==> src/shared/adc_ctrl_pkg.sv <==
// Package: constants and carrier types for the dual converter control block
// Functional notes
// RULE1: Host pulses start low for minimum time
// RULE2: Start falling edge holds both samplers together
// RULE3: Conversion begins next clock, sixteen cycles
// RULE4: Channel select latched on conversion first edge
// RULE5: Host sets channel select before start
// RULE6: Busy high from start until conversion ends
// RULE7: Select high converts pair 1, low pair 0
// RULE8: Bus driven only when select and strobe low
// RULE9: First strobe gives A, next gives B
// RULE10: Every strobe toggle advances read pointer; the code advances it only on strobe rising edges
// RULE11: Previous results stay readable during conversion
// RULE12: Channel select picks stored pair when reading
// RULE13: Results are 12-bit two's complement words
// RULE14: Host avoids reads around start falling edge
// RULE15: Host holds strobe low minimum pulse width
// RULE16: External clock paces the conversion rate
// RULE17: Host meets start setup and hold
// RULE18: Host toggles strobe only when selected
// RULE19: Host drives select and strobe low to read
// RULE20: Pointer alternates A/B, resets on select change
package adc_ctrl_pkg;
	localparam int          DATA_W          = 12;
	localparam int          CONV_CYCLES     = 16;
	localparam int          CNT_W           = 5;
	localparam logic [11:0] CODE_POS_FULL   = 12'h7ff;
	localparam logic [11:0] CODE_MID        = 12'h000;
	localparam logic [11:0] CODE_MID_M1     = 12'hfff;
	localparam logic [11:0] CODE_NEG_FULL   = 12'h800;
	localparam logic [11:0] RESULT_RST      = CODE_MID;
	localparam int          CONV_CLK_HZ     = 8000000;
	localparam int          FIFO_DEPTH      = 16;

	typedef struct packed {
		logic              pair;
		logic [DATA_W-1:0] res_a;
		logic [DATA_W-1:0] res_b;
	} result_s;

	typedef enum logic [1:0] {
		ST_IDLE,
		ST_ARMED,
		ST_CONV
	} conv_state_e;
endpackage

==> src/verilog/dual_adc_convert_read_control.sv <==
// Module: conversion sequencing and parallel read logic of the dual converter
`timescale 1ns/10ps
`default_nettype none
module dual_adc_convert_read_control
	import adc_ctrl_pkg::*;
#(
	parameter int CONV_LEN = CONV_CYCLES
)
(
	input  wire logic              clock,
	input  wire logic              sys_rst,
	input  wire logic              conversion_start_n,
	input  wire logic              channel_pair_select,
	input  wire logic              cs_n,
	input  wire logic              rd_n,
	input  wire logic [DATA_W-1:0] sample_a,
	input  wire logic [DATA_W-1:0] sample_b,
	output logic                   hold_a,
	output logic                   hold_b,
	output logic                   busy,
	output logic      [DATA_W-1:0] data_out,
	output logic      [DATA_W-1:0] data_in_unused_n,
	output logic                   data_oe_n
);
	// Two-stage synchronisers for the start, select, chip select and strobe inputs
	logic [1:0] start_s_q;
	logic [1:0] sel_s_q;
	logic [1:0] cs_s_q;
	logic [1:0] rd_s_q;
	logic       start_d1_q;
	logic       rd_d1_q;
	logic       rd_sel_q;

	conv_state_e      state_q;
	logic [CNT_W-1:0] cnt_q;
	logic             conv_pair_q;
	logic [DATA_W-1:0] cap_a_q;
	logic [DATA_W-1:0] cap_b_q;
	logic             ptr_b_q;
	logic [DATA_W-1:0] data_q;
	logic             oe_n_q;

	// Latest result per channel pair, filled from the FIFO
	result_s          store_q [2];
	result_s          fifo_in;
	result_s          fifo_out;
	logic             fifo_in_valid_q;
	logic             fifo_in_ready;
	logic             fifo_out_valid;

	wire start_sync = start_s_q[1];
	wire sel_sync   = sel_s_q[1];
	wire start_fall = start_d1_q && !start_sync;          // see RULE1
	wire rd_toggle  = rd_d1_q != rd_s_q[1];
	wire rd_fall    = rd_d1_q && !rd_s_q[1];
	wire bus_en     = !cs_s_q[1] && !rd_s_q[1];
	wire conv_done  = (state_q == ST_CONV) &&
	                  (cnt_q == CNT_W'(CONV_LEN - 1));
	// The FIFO only stalls if results pile up; completing a conversion
	// while full waits in ST_CONV so no result is ever dropped
	wire can_finish = !fifo_in_valid_q || fifo_in_ready;
	wire result_s   rd_pair = store_q[sel_sync];          // see RULE12

	assign fifo_in = '{pair: conv_pair_q, res_a: cap_a_q, res_b: cap_b_q};
	assign hold_a  = (state_q != ST_IDLE);                // see RULE2
	assign hold_b  = (state_q != ST_IDLE);                // see RULE2
	assign busy    = (state_q != ST_IDLE);                // see RULE6
	assign data_out         = data_q;
	assign data_oe_n        = oe_n_q;
	assign data_in_unused_n = '1;

	always_ff @(posedge clock or posedge sys_rst)
	begin
		if (sys_rst)
		begin
			start_s_q  <= 2'h3;
			sel_s_q    <= 2'h0;
			cs_s_q     <= 2'h3;
			rd_s_q     <= 2'h3;
			start_d1_q <= 1'b1;
			rd_d1_q    <= 1'b1;
		end
		else
		begin
			start_s_q  <= {start_s_q[0], conversion_start_n};
			sel_s_q    <= {sel_s_q[0], channel_pair_select};
			cs_s_q     <= {cs_s_q[0], cs_n};
			rd_s_q     <= {rd_s_q[0], rd_n};
			start_d1_q <= start_sync;
			rd_d1_q    <= rd_s_q[1];
		end
	end

	// Conversion sequencer
	always_ff @(posedge clock or posedge sys_rst)
	begin
		if (sys_rst)
		begin
			state_q     <= ST_IDLE;
			cnt_q       <= '0;
			conv_pair_q <= 1'b0;
			cap_a_q     <= RESULT_RST;
			cap_b_q     <= RESULT_RST;
			fifo_in_valid_q <= 1'b0;
		end
		else
		begin
			if (fifo_in_valid_q && fifo_in_ready)
				fifo_in_valid_q <= 1'b0;
			case (state_q)
				ST_IDLE:
				begin
					if (start_fall)
					begin
						state_q <= ST_ARMED;          // see RULE2
						cap_a_q <= sample_a;          // see RULE13
						cap_b_q <= sample_b;
					end
				end
				ST_ARMED:
				begin
					state_q     <= ST_CONV;           // see RULE3
					cnt_q       <= '0;
					conv_pair_q <= sel_sync;          // see RULE4
				end
				ST_CONV:
				begin
					if (conv_done && can_finish)
					begin
						state_q         <= ST_IDLE;   // see RULE6
						fifo_in_valid_q <= 1'b1;      // see RULE7
					end
					else if (!conv_done)
						cnt_q <= cnt_q + 1'b1;        // see RULE16
				end
				default:
					state_q <= ST_IDLE;
			endcase
		end
	end

	result_fifo #(
		.WIDTH ($bits(result_s)),
		.DEPTH (FIFO_DEPTH)
	) u_fifo (
		.clock     (clock),
		.sys_rst   (sys_rst),
		.in_valid  (fifo_in_valid_q),
		.in_ready  (fifo_in_ready),
		.in_data   (fifo_in),
		.out_valid (fifo_out_valid),
		.out_ready (1'b1),
		.out_data  (fifo_out)
	);

	// Store updates only on completion; old pair readable meanwhile
	always_ff @(posedge clock or posedge sys_rst)
	begin
		if (sys_rst)
		begin
			store_q[0] <= '0;
			store_q[1] <= '0;
		end
		else if (fifo_out_valid)
			store_q[fifo_out.pair] <= fifo_out;   // see RULE11
	end

	// Read pointer and output bus
	always_ff @(posedge clock or posedge sys_rst)
	begin
		if (sys_rst)
		begin
			ptr_b_q  <= 1'b0;
			rd_sel_q <= 1'b0;
			data_q   <= '0;
			oe_n_q   <= 1'b1;
		end
		else
		begin
			rd_sel_q <= sel_sync;
			if (rd_sel_q != sel_sync)
				ptr_b_q <= 1'b0;                  // see RULE20
			else if (rd_fall && rd_toggle)
				ptr_b_q <= ptr_b_q;
			else if (rd_toggle && !rd_fall)
				ptr_b_q <= !ptr_b_q;              // see RULE10
			oe_n_q <= !bus_en;                    // see RULE8
			data_q <= ptr_b_q ? rd_pair.res_b     // see RULE9
			                  : rd_pair.res_a;
		end
	end
endmodule
`default_nettype wire

==> src/verilog/result_fifo.sv <==
// Module: parameterised valid/ready FIFO for conversion results
`timescale 1ns/10ps
`default_nettype none
module result_fifo
#(
	parameter int WIDTH = 25,
	parameter int DEPTH = 16
)
(
	input  wire logic             clock,
	input  wire logic             sys_rst,
	input  wire logic             in_valid,
	output logic                  in_ready,
	input  wire logic [WIDTH-1:0] in_data,
	output logic                  out_valid,
	input  wire logic             out_ready,
	output logic      [WIDTH-1:0] out_data
);
	localparam int AW = $clog2(DEPTH);
	logic [WIDTH-1:0] mem [DEPTH];
	logic [AW-1:0]    wr_q;
	logic [AW-1:0]    rd_q;
	logic [AW:0]      cnt_q;
	wire              push;
	wire              pop;

	assign in_ready  = (cnt_q != DEPTH[AW:0]);
	assign out_valid = (cnt_q != '0);
	assign push      = in_valid && in_ready;
	assign pop       = out_valid && out_ready;
	assign out_data  = mem[rd_q];

	always_ff @(posedge clock)
	begin
		if (push)
			mem[wr_q] <= in_data;
	end

	always_ff @(posedge clock or posedge sys_rst)
	begin
		if (sys_rst)
		begin
			wr_q  <= '0;
			rd_q  <= '0;
			cnt_q <= '0;
		end
		else
		begin
			if (push)
				wr_q <= wr_q + 1'b1;
			if (pop)
				rd_q <= rd_q + 1'b1;
			cnt_q <= cnt_q + {{AW{1'b0}}, push} - {{AW{1'b0}}, pop};
		end
	end
endmodule
`default_nettype wire

==> config.mk <==
export PLATFORM = sky130hd
export DESIGN_NAME = dual_adc_convert_read_control
export DESIGN_NICKNAME = d
export VERILOG_FILES = /design/src/shared/adc_ctrl_pkg.sv /design/src/verilog/dual_adc_convert_read_control.sv /design/src/verilog/result_fifo.sv
export SDC_FILE = /design/constraint.sdc
export NUM_CORES = 1
export LEC_CHECK = 0
export BUFFER_PORTS_ARGS = -buffer_cell sky130_fd_sc_hd__buf_4
export CAP_MARGIN = 10
export CORE_AREA = 5 5 232 234
export DETAILED_ROUTE_END_ITERATION = 12
export DIE_AREA = 0 0 237 239
export SETUP_SLACK_MARGIN = 0.5
export SYNTH_ARGS = -nofsm -noshare
export SYNTH_HDL_FRONTEND = slang
export SYNTH_SLANG_ARGS = --single-unit
==> constraint.sdc <==
create_clock -name clock -period 4.5 [get_ports clock]
set_input_delay 0.45 -clock clock [delete_from_list [all_inputs] [get_ports clock]]
set_output_delay 0.45 -clock clock [all_outputs]
set_load 0.01 [all_outputs]
==> run summary, run 1 <==
EDFF count, synth: 400
# setup viols final: 0
Routed wire per std cell: 23.2 um
CTS max path bufs: 3
Critical Path Source Type: register
Num rows: 84
CP Class: register to register
Post-DP Area: 0.0215 mm^2
Area grow syn2layout: 14.8%
Slew Limit Fails: 0
Clk sinks: 519
YS warnings: 0
Seq. cell area: 0.0150 mm^2
Critical path capture point type: register
Die ar.: 0.0566 mm^2
Io pins: 58
Fin area: 0.0233 mm^2
Total Neg Setup Slack: 0 ns
DR vias: 9229
DPL Wire Length: 24000 um
CTS clock-pin slew for the worst setup and hold paths: 0.06 ns
Arr. time, crit path: 3.22 ns
Synth async-reset ratio: 0.229
Fillers: 4363
Post-route DRC violation count: 0
GRT overflow: 0
Syn Area/Cell: 20.8 um^2
FMAX: 332 MHz
Syn Inst Count: 975
Pwr/cell area: 678 mW/mm^2
Post-synth top flop: edfxtp_1
H-tree lvl count: 2
First-pass GRT wire length: 62700 um
CTS buffer count: 53
Area of the multi-input gates: 0.00506 mm^2
Clock skew: 0.0199 ns
Nets: 1089
Share of cells above drive strength 1: 0.287
First drt pass iteration count: 5
Final Hold Viols: 0
P_leak: 8.11 nW
Post-DRT Antenna Nets: 0
Peak VDD IR: 0.389 mV
Status: finished clean
Slew HR: 0.329
Initial antenna violation count: 0
Initial drt markers: 793
Syn Std Cell Area: 0.0203 mm^2
Height of the die: 239 um
Die X: 237 um
Commonest non-fill, non-tap cell in the layout: edfxtp_1
Via-to-Cell Ratio: 5.19
Register bit count reported by yosys: 519
Most frequent cells in the layout: edfxtp_1, mux4_2, dfrtp_1
Hold WC Path Type: primary input to async pin
Gr usage total: 0.147
Core Area: 0.0518 mm^2
Vias in the first global route: 9577
Initial Util: 0.392
Number of max-cap violations: 0
Clk Latency, worst-skew pair: 0.60 ns
Input/output buffers: 45
Tcrit/Tclk final: 0.669
Sequential area share after synthesis: 0.738
Distinct cell type count after synthesis: 45
CTS Root Cell: clkbuf_16
CTS tree: yes
RD Place Congestion: 0.751
CP max FO: 25
Reg2Reg Setup Slack: 1.49 ns
Largest net degree at the start of global routing: 92
Worst Path Required: 4.71 ns
Min cycle time layout: 3.01 ns
Worst-Margin Slew: 1.01 ns
WL final: 41200 um
RSZ-0062 raised after global routing: no
## cell families (layout without fill, tap and decap cells)
group                    count (synthesis)  after routing  synth area share
adder cells (fa/ha/maj)                 14             14           0.00899
AND/OR/NAND/NOR                         64             64            0.0161
XOR/XNOR                                12             12           0.00517
multiplexers                           255            255             0.200
flip-flops                             519            519             0.738
other                                    1             13          0.000185
buffers and inverters                   76            179            0.0202
AO/OA/AOI/OAI                           34             34            0.0111
## through the flow
| step | std cells | hold WS, ns | worst slack [ns] | utilization | total power, mW |
|---|---|---|---|---|---|
| finish | 1778 | 0.00473 | 1.49 | 0.450 | 15.8 |
| global route | 1777 | 0.0360 | 1.34 | 0.450 | 16.6 |
| CTS | 1777 | 0.0253 | 1.42 | 0.450 | 16.0 |
| detailed placement | 1674 | 0.346 | 1.47 | 0.414 | 11.5 |
| global placement | 1674 | 0.340 | 1.55 | 0.414 | 11.4 |
| floorplan | 986 | 0.331 | 0.907 | - | 10.0 |
## worst max-delay path, stage by stage (launching register included)
cell and delay [ns]:
dfrtp_1 0.36, inv_1 0.07, ha_1 0.20, nor4bb_1 0.15, nor2b_1 0.54, nand2_1 0.42
nor2_4 0.87
## final timing paths
| check | start | endpoint | depth (start not counted) |
|---|---|---|---|
| worst max-delay path | u_fifo.cnt_q[2] | u_fifo.mem[7][3] | 6 |
| min in group clock | sample_a[6] | cap_a_q[6] | 2 |
| worst min-delay path | sys_rst | sel_s_q[0] | 2 |
| max in group asynchronous | sys_rst | store_q[18] | 3 |
| worst min register to register | start_s_q[0] | start_s_q[1] | 0 |
| worst max register to register | u_fifo.cnt_q[2] | u_fifo.mem[7][3] | 6 |
## cell usage after synthesis, types with 2 or more instances
cell      count  share of area
dfrtp_1     110           0.14
a22oi_1       2        0.00074
nand3_1       2        0.00049
mux2i_1      76          0.037
edfxtp_1    400           0.59
a22o_1        2        0.00086
o21ai_0       8         0.0020
or2_2         2        0.00062
dfstp_2       9          0.012
xor2_1        3         0.0013
and2_1        2        0.00062
nand2b_1      2        0.00062
nand2_1      19         0.0035
mux4_2      108           0.12
clkbuf_1     17         0.0031
ha_1         13         0.0080
a221oi_1      8         0.0034
a21oi_1       7         0.0017
buf_4        17         0.0063
nor2b_1       3        0.00092
nor2_1       19         0.0035
buf_2        13         0.0032
nor3_1        7         0.0017
mux2_1       45          0.025
xnor2_1       9         0.0039
mux2_4       18          0.013
buf_6         6         0.0033
mux2_2        8         0.0044
inv_1        12         0.0022
a31oi_1       4         0.0012
buf_1        10         0.0018
## registers in the layout, summed over array words and instances, names as in the netlist
name,flops
sel_s_q,2
cap_a_q,12
u_fifo.rd_q,4
u_fifo.mem,400
cap_b_q,12
rd_d1_q,1
fifo_in_valid_q,1
rd_sel_q,1
cs_s_q,2
ptr_b_q,1
start_s_q,2
data_out,12
state_q,2
cnt_q,5
store_q,48
data_oe_n,1
start_d1_q,1
rd_s_q,2
u_fifo.cnt_q,5
u_fifo.wr_q,4
conv_pair_q,1
## cell type report
class,instances,share of cell area
inverter,13,0.00231
multi-input combinational,391,0.217
tap,688,0.0369
sequential,519,0.644
timing repair buffer,67,0.0225
antenna,1,0.000107
clock buffer,62,0.0583
clock inverter,37,0.0190
## what timing repair did
item | 4_1_cts | 5_1_grt
buffers inserted | 0 | 0
endpoints found under the hold margin | 4 | 0
hold buffers | 4 | 0
gates resized for setup | 0 | 0
## routing by layer
| metal | vias up | wire length (um) | track usage | part of all wire |
|---|---|---|---|---|
| met5 | - | 0 | 0 | 0 |
| met4 | 0 | 787 | 0.0364 | 0.019 |
| li1 | 4039 | - | - | - |
| met2 | 215 | 19300 | 0.227 | 0.47 |
| met1 | 4918 | 18900 | 0.220 | 0.46 |
| met3 | 57 | 2240 | 0.0256 | 0.054 |
## report_power, final
group | internal [mW] | total, mW | switching, mW
clock | 2.69 | 4.52 | 1.83
sequential | 6.24 | 7.30 | 1.06
combinational | 2.11 | 3.98 | 1.88
(Power assumes the default switching activity.)
==> run 2, diff against run 1 <==
- ABC_AREA: not set -> 1
- CORE_AREA: 5 5 232 234 -> 5 5 237 239
- DIE_AREA: 0 0 237 239 -> 0 0 242 244
- clock period: 4.5 -> 2.46 ns (I/O delays scaled with it)
==> run 2 against run 1 <==
  * Clock skew rose by 0.025 ns
  * Area after synthesis rose by 4.5%
  * First-iteration DRC count rose by 73%
  * Global-route usage rose by 2.4 points
  * Clock-buffer cell count rose by 19
  * Critical path depth rose by 7
  * Hold slack improved by 0.29 ns
  * Fmax rose by 39%
  * Cell count rose by 56%
  * Utilization rose by 2.6 points
  * Largest cell class unchanged
  * Largest power group unchanged
  * Highest routed layer unchanged
==> run summary, run 2 <==
Post-synth top cells: nand2_1, edfxtp_1, nor2_1 (was edfxtp_1, dfrtp_1, mux4_2)
Logic pwr share: 0.346 (was 0.252)
CTS clock-pin slew for the worst setup and hold paths: 0.06 ns (about the same)
Initial drt markers: 1375 (was 793)
WL final: 52900 um (was 41200 um)
Nets: 2078 (was 1089)
Vias in the first global route: 13.5k (was 9577)
Distinct cell type count after synthesis: 32 (was 45)
DR vias: 14.1k (was 9229)
Critical Path Source Type: register (unchanged)
Share of cells above drive strength 1: 0.148 (was 0.287)
Worst-Margin Slew: 0.737 ns (was 1.01 ns)
Clock power frac: 0.254 (was 0.286)
Num rows: 85 (was 84)
CTS Root Cell: clkbuf_16 (unchanged)
Internal power consumption: 19.9 mW (was 11.0 mW)
Sequential area share after synthesis: 0.706 (was 0.738)
Net Sw Frac: 0.379 (was 0.302)
RSZ-0062 raised after global routing: yes (was no)
Most frequent cells in the layout: nand2_1, edfxtp_1, nor2_1 (was edfxtp_1, mux4_2, dfrtp_1)
Hold WC Path Type: primary input to register (was primary input to async pin)
CTS buffer count: 53 (unchanged)
CP max FO: 3 (was 25)
Layout Cells excl Fill: 2775 (was 1778)
Input/output buffers: 45 (unchanged)
GRT overflow: 0 (unchanged)
Height of the die: 244 um (was 239 um)
Via-to-Cell Ratio: 5.09 (was 5.19)
Critical path capture point type: register (unchanged)
Slew Limit Fails: 0 (unchanged)
Syn Area/Cell: 11.1 um^2 (was 20.8 um^2)
Commonest non-fill, non-tap cell in the layout: nand2_1 (was edfxtp_1)
Post-route DRC violation count: 0 (unchanged)
Initial antenna violation count: 1 (was 0)
Area leader, netlist: edfxtp_1 (unchanged)
Synth async-reset ratio: 0.229 (unchanged)
Fillers: 4792 (was 4363)
Clk sinks: 519 (unchanged)
Syn Inst Count: 1916 (was 975)
Worst Path Required: 2.98 ns (was 4.71 ns)
Antenna cells: 0 (was 1)
Final Hold Viols: 0 (unchanged)
Tcrit/Tclk final: 0.880 (was 0.669)
Core Area: 0.0536 mm^2 (was 0.0518 mm^2)
Largest net degree at the start of global routing: 52 (was 92)
Count leader, synth: nand2_1 (was edfxtp_1)
Post-synth top flop: edfxtp_1 (unchanged)
First-pass GRT wire length: 79400 um (was 62700 um)
Initial Util: 0.396 (was 0.392)
EDFF count, synth: 400 (unchanged)
Die X: 242 um (was 237 um)
Min cycle time layout: 2.17 ns (was 3.01 ns)
Number of max-cap violations: 0 (unchanged)
H-tree lvl count: 2 (unchanged)
Area of the multi-input gates: 0.00571 mm^2 (was 0.00506 mm^2)
First drt pass iteration count: 5 (unchanged)
DPL Wire Length: 28800 um (was 24000 um)
Routed wire per std cell: 19.1 um (was 23.2 um)
Core Util, Final: 0.476 (was 0.450)
FMAX: 462 MHz (was 332 MHz)
Total Neg Setup Slack: 0 ns (unchanged)
Clock skew: 0.0446 ns (was 0.0199 ns)
Gr usage total: 0.171 (was 0.147)
Pwr/cell area: 1260 mW/mm^2 (was 678 mW/mm^2)
Arr. time, crit path: 2.68 ns (was 3.22 ns)
Placed instance count: 2603 (was 1674)
Die ar.: 0.0590 mm^2 (was 0.0566 mm^2)
Largest reg by FF count: u_fifo.mem (unchanged)
Synth area leaders: edfxtp_1, dfrtp_1, nand2_1 (was edfxtp_1, dfrtp_1, mux4_2)
Flop pwr share: 0.400 (was 0.462)
Net Sw Power: 12.2 mW (was 4.77 mW)
Seq. cell area: 0.0150 mm^2 (about the same)
CTS max path bufs: 3 (unchanged)
Top Registers: u_fifo.mem: 400 flops, store_q: 48 flops (unchanged)
Register bit count reported by yosys: 519 (unchanged)
YS warnings: 0 (unchanged)
RD Place Congestion: 0.769 (was 0.751)
P_leak: 10.1 nW (was 8.11 nW)
Io pins: 58 (unchanged)
Area share of the largest cell type after synthesis: 0.566 (was 0.591)
Status: finished clean (unchanged)
Flip-flop count of the largest register after layout: 400 (unchanged)
Area grow syn2layout: 20.1% (was 14.8%)
Slew HR: 0.508 (was 0.329)
Syn Std Cell Area: 0.0212 mm^2 (was 0.0203 mm^2)
Post-DRT Antenna Nets: 0 (unchanged)
CP Class: register to register (unchanged)
Peak VDD IR: 0.855 mV (was 0.389 mV)
CTS tree: yes (unchanged)
# setup viols final: 0 (unchanged)
Clk Latency, worst-skew pair: 0.63 ns (was 0.60 ns)
-- run 2: cell families (layout without fill, tap and decap cells) --
logic type,Yosys count,after routing,share of synthesized area
AO/OA/AOI/OAI,170,170,0.0433
XOR/XNOR,11,11,0.00454
adder cells (fa/ha/maj),14,14,0.00860
buffers and inverters,190,340,0.0441
flip-flops,519,519,0.706
other,1,12,0.000177
AND/OR/NAND/NOR,1011,1013,0.193
-- run 2: layout make-up --
type                            instances  share of cell area
Timing Repair Buffer                  166              0.0711
Sequential cell                       519               0.589
Multi-Input combinational cell       1220               0.224
Clock inverter                         19             0.00687
Inverter                               73              0.0117
Tap cell                              696              0.0342
Clock buffer                           81              0.0635
Timing Repair inverter                  1            0.000344
-- run 2: routing by layer --
layer / up-vias / share of wire / track usage
met2: 475 / 0.47 / 0.283
met3: 81 / 0.073 / 0.0295
li1: 6689 / - / -
met1: 6893 / 0.44 / 0.237
met5: - / 0 / 0
met4: 0 / 0.022 / 0.0438
-- run 2: what timing repair did --
item,in CTS,in global routing
buffers inserted,12,23
endpoints found under the hold margin,53,0
gates resized for setup,26,43
cloned,2,6
pin swaps,7,16
endpoints found under the setup margin,432,226
hold buffers,29,0
-- run 2: path summary, 6_finish.rpt --
check,from,to,slack [ns],cells after the start
min reg2reg,sel_s_q[0],sel_s_q[1],0.35,0
min in group asynchronous,sys_rst,u_fifo.rd_q[1],0.31,3
min,conversion_start_n,start_s_q[0],0.29,2
max reg2reg,u_fifo.cnt_q[2],u_fifo.cnt_q[4],0.29,13
max,u_fifo.cnt_q[2],u_fifo.cnt_q[4],0.29,13
max in group asynchronous,sys_rst,data_oe_n,1.44,4
-- run 2: power groups by stage --
stage / Clock, mW / Sequential (mW) / Combinational, mW
2_1_floorplan: 0 / 12.3 / 6.89
3_3_place_gp: 0 / 12.9 / 9.42
3_5_place_dp: 0 / 13.0 / 9.62
4_1_cts: 8.29 / 12.9 / 10.2
5_1_grt: 8.66 / 13.0 / 12.2
6_report: 8.14 / 12.8 / 11.1
-- run 2: stage by stage --
step / power [mW] / setup WS, ns / hold slack (ns) / instance area [um^2]
global route: 33.9 / 0.185 / 0.291 / 25500
global placement: 22.3 / 0.209 / 0.343 / 22700
detailed placement: 22.6 / 0.141 / 0.336 / 22700
finish: 32.1 / 0.294 / 0.291 / 25500
CTS: 31.3 / 0.291 / 0.255 / 25000
floorplan: 19.2 / 0.00628 / 0.250 / 21300
-- run 2: worst max-delay path, cell delays in order (launching register included) --
cell	delay, ns
dfrtp_1	0.40
inv_2	0.09
ha_4	0.15
nand2_2	0.06
nor2_4	0.09
inv_2	0.06
ha_4	0.26
inv_2	0.04
ha_4	0.15
fa_2	0.34
a21oi_2	0.13
nor2_1	0.05
nor2_1	0.12
xor2_1	0.14
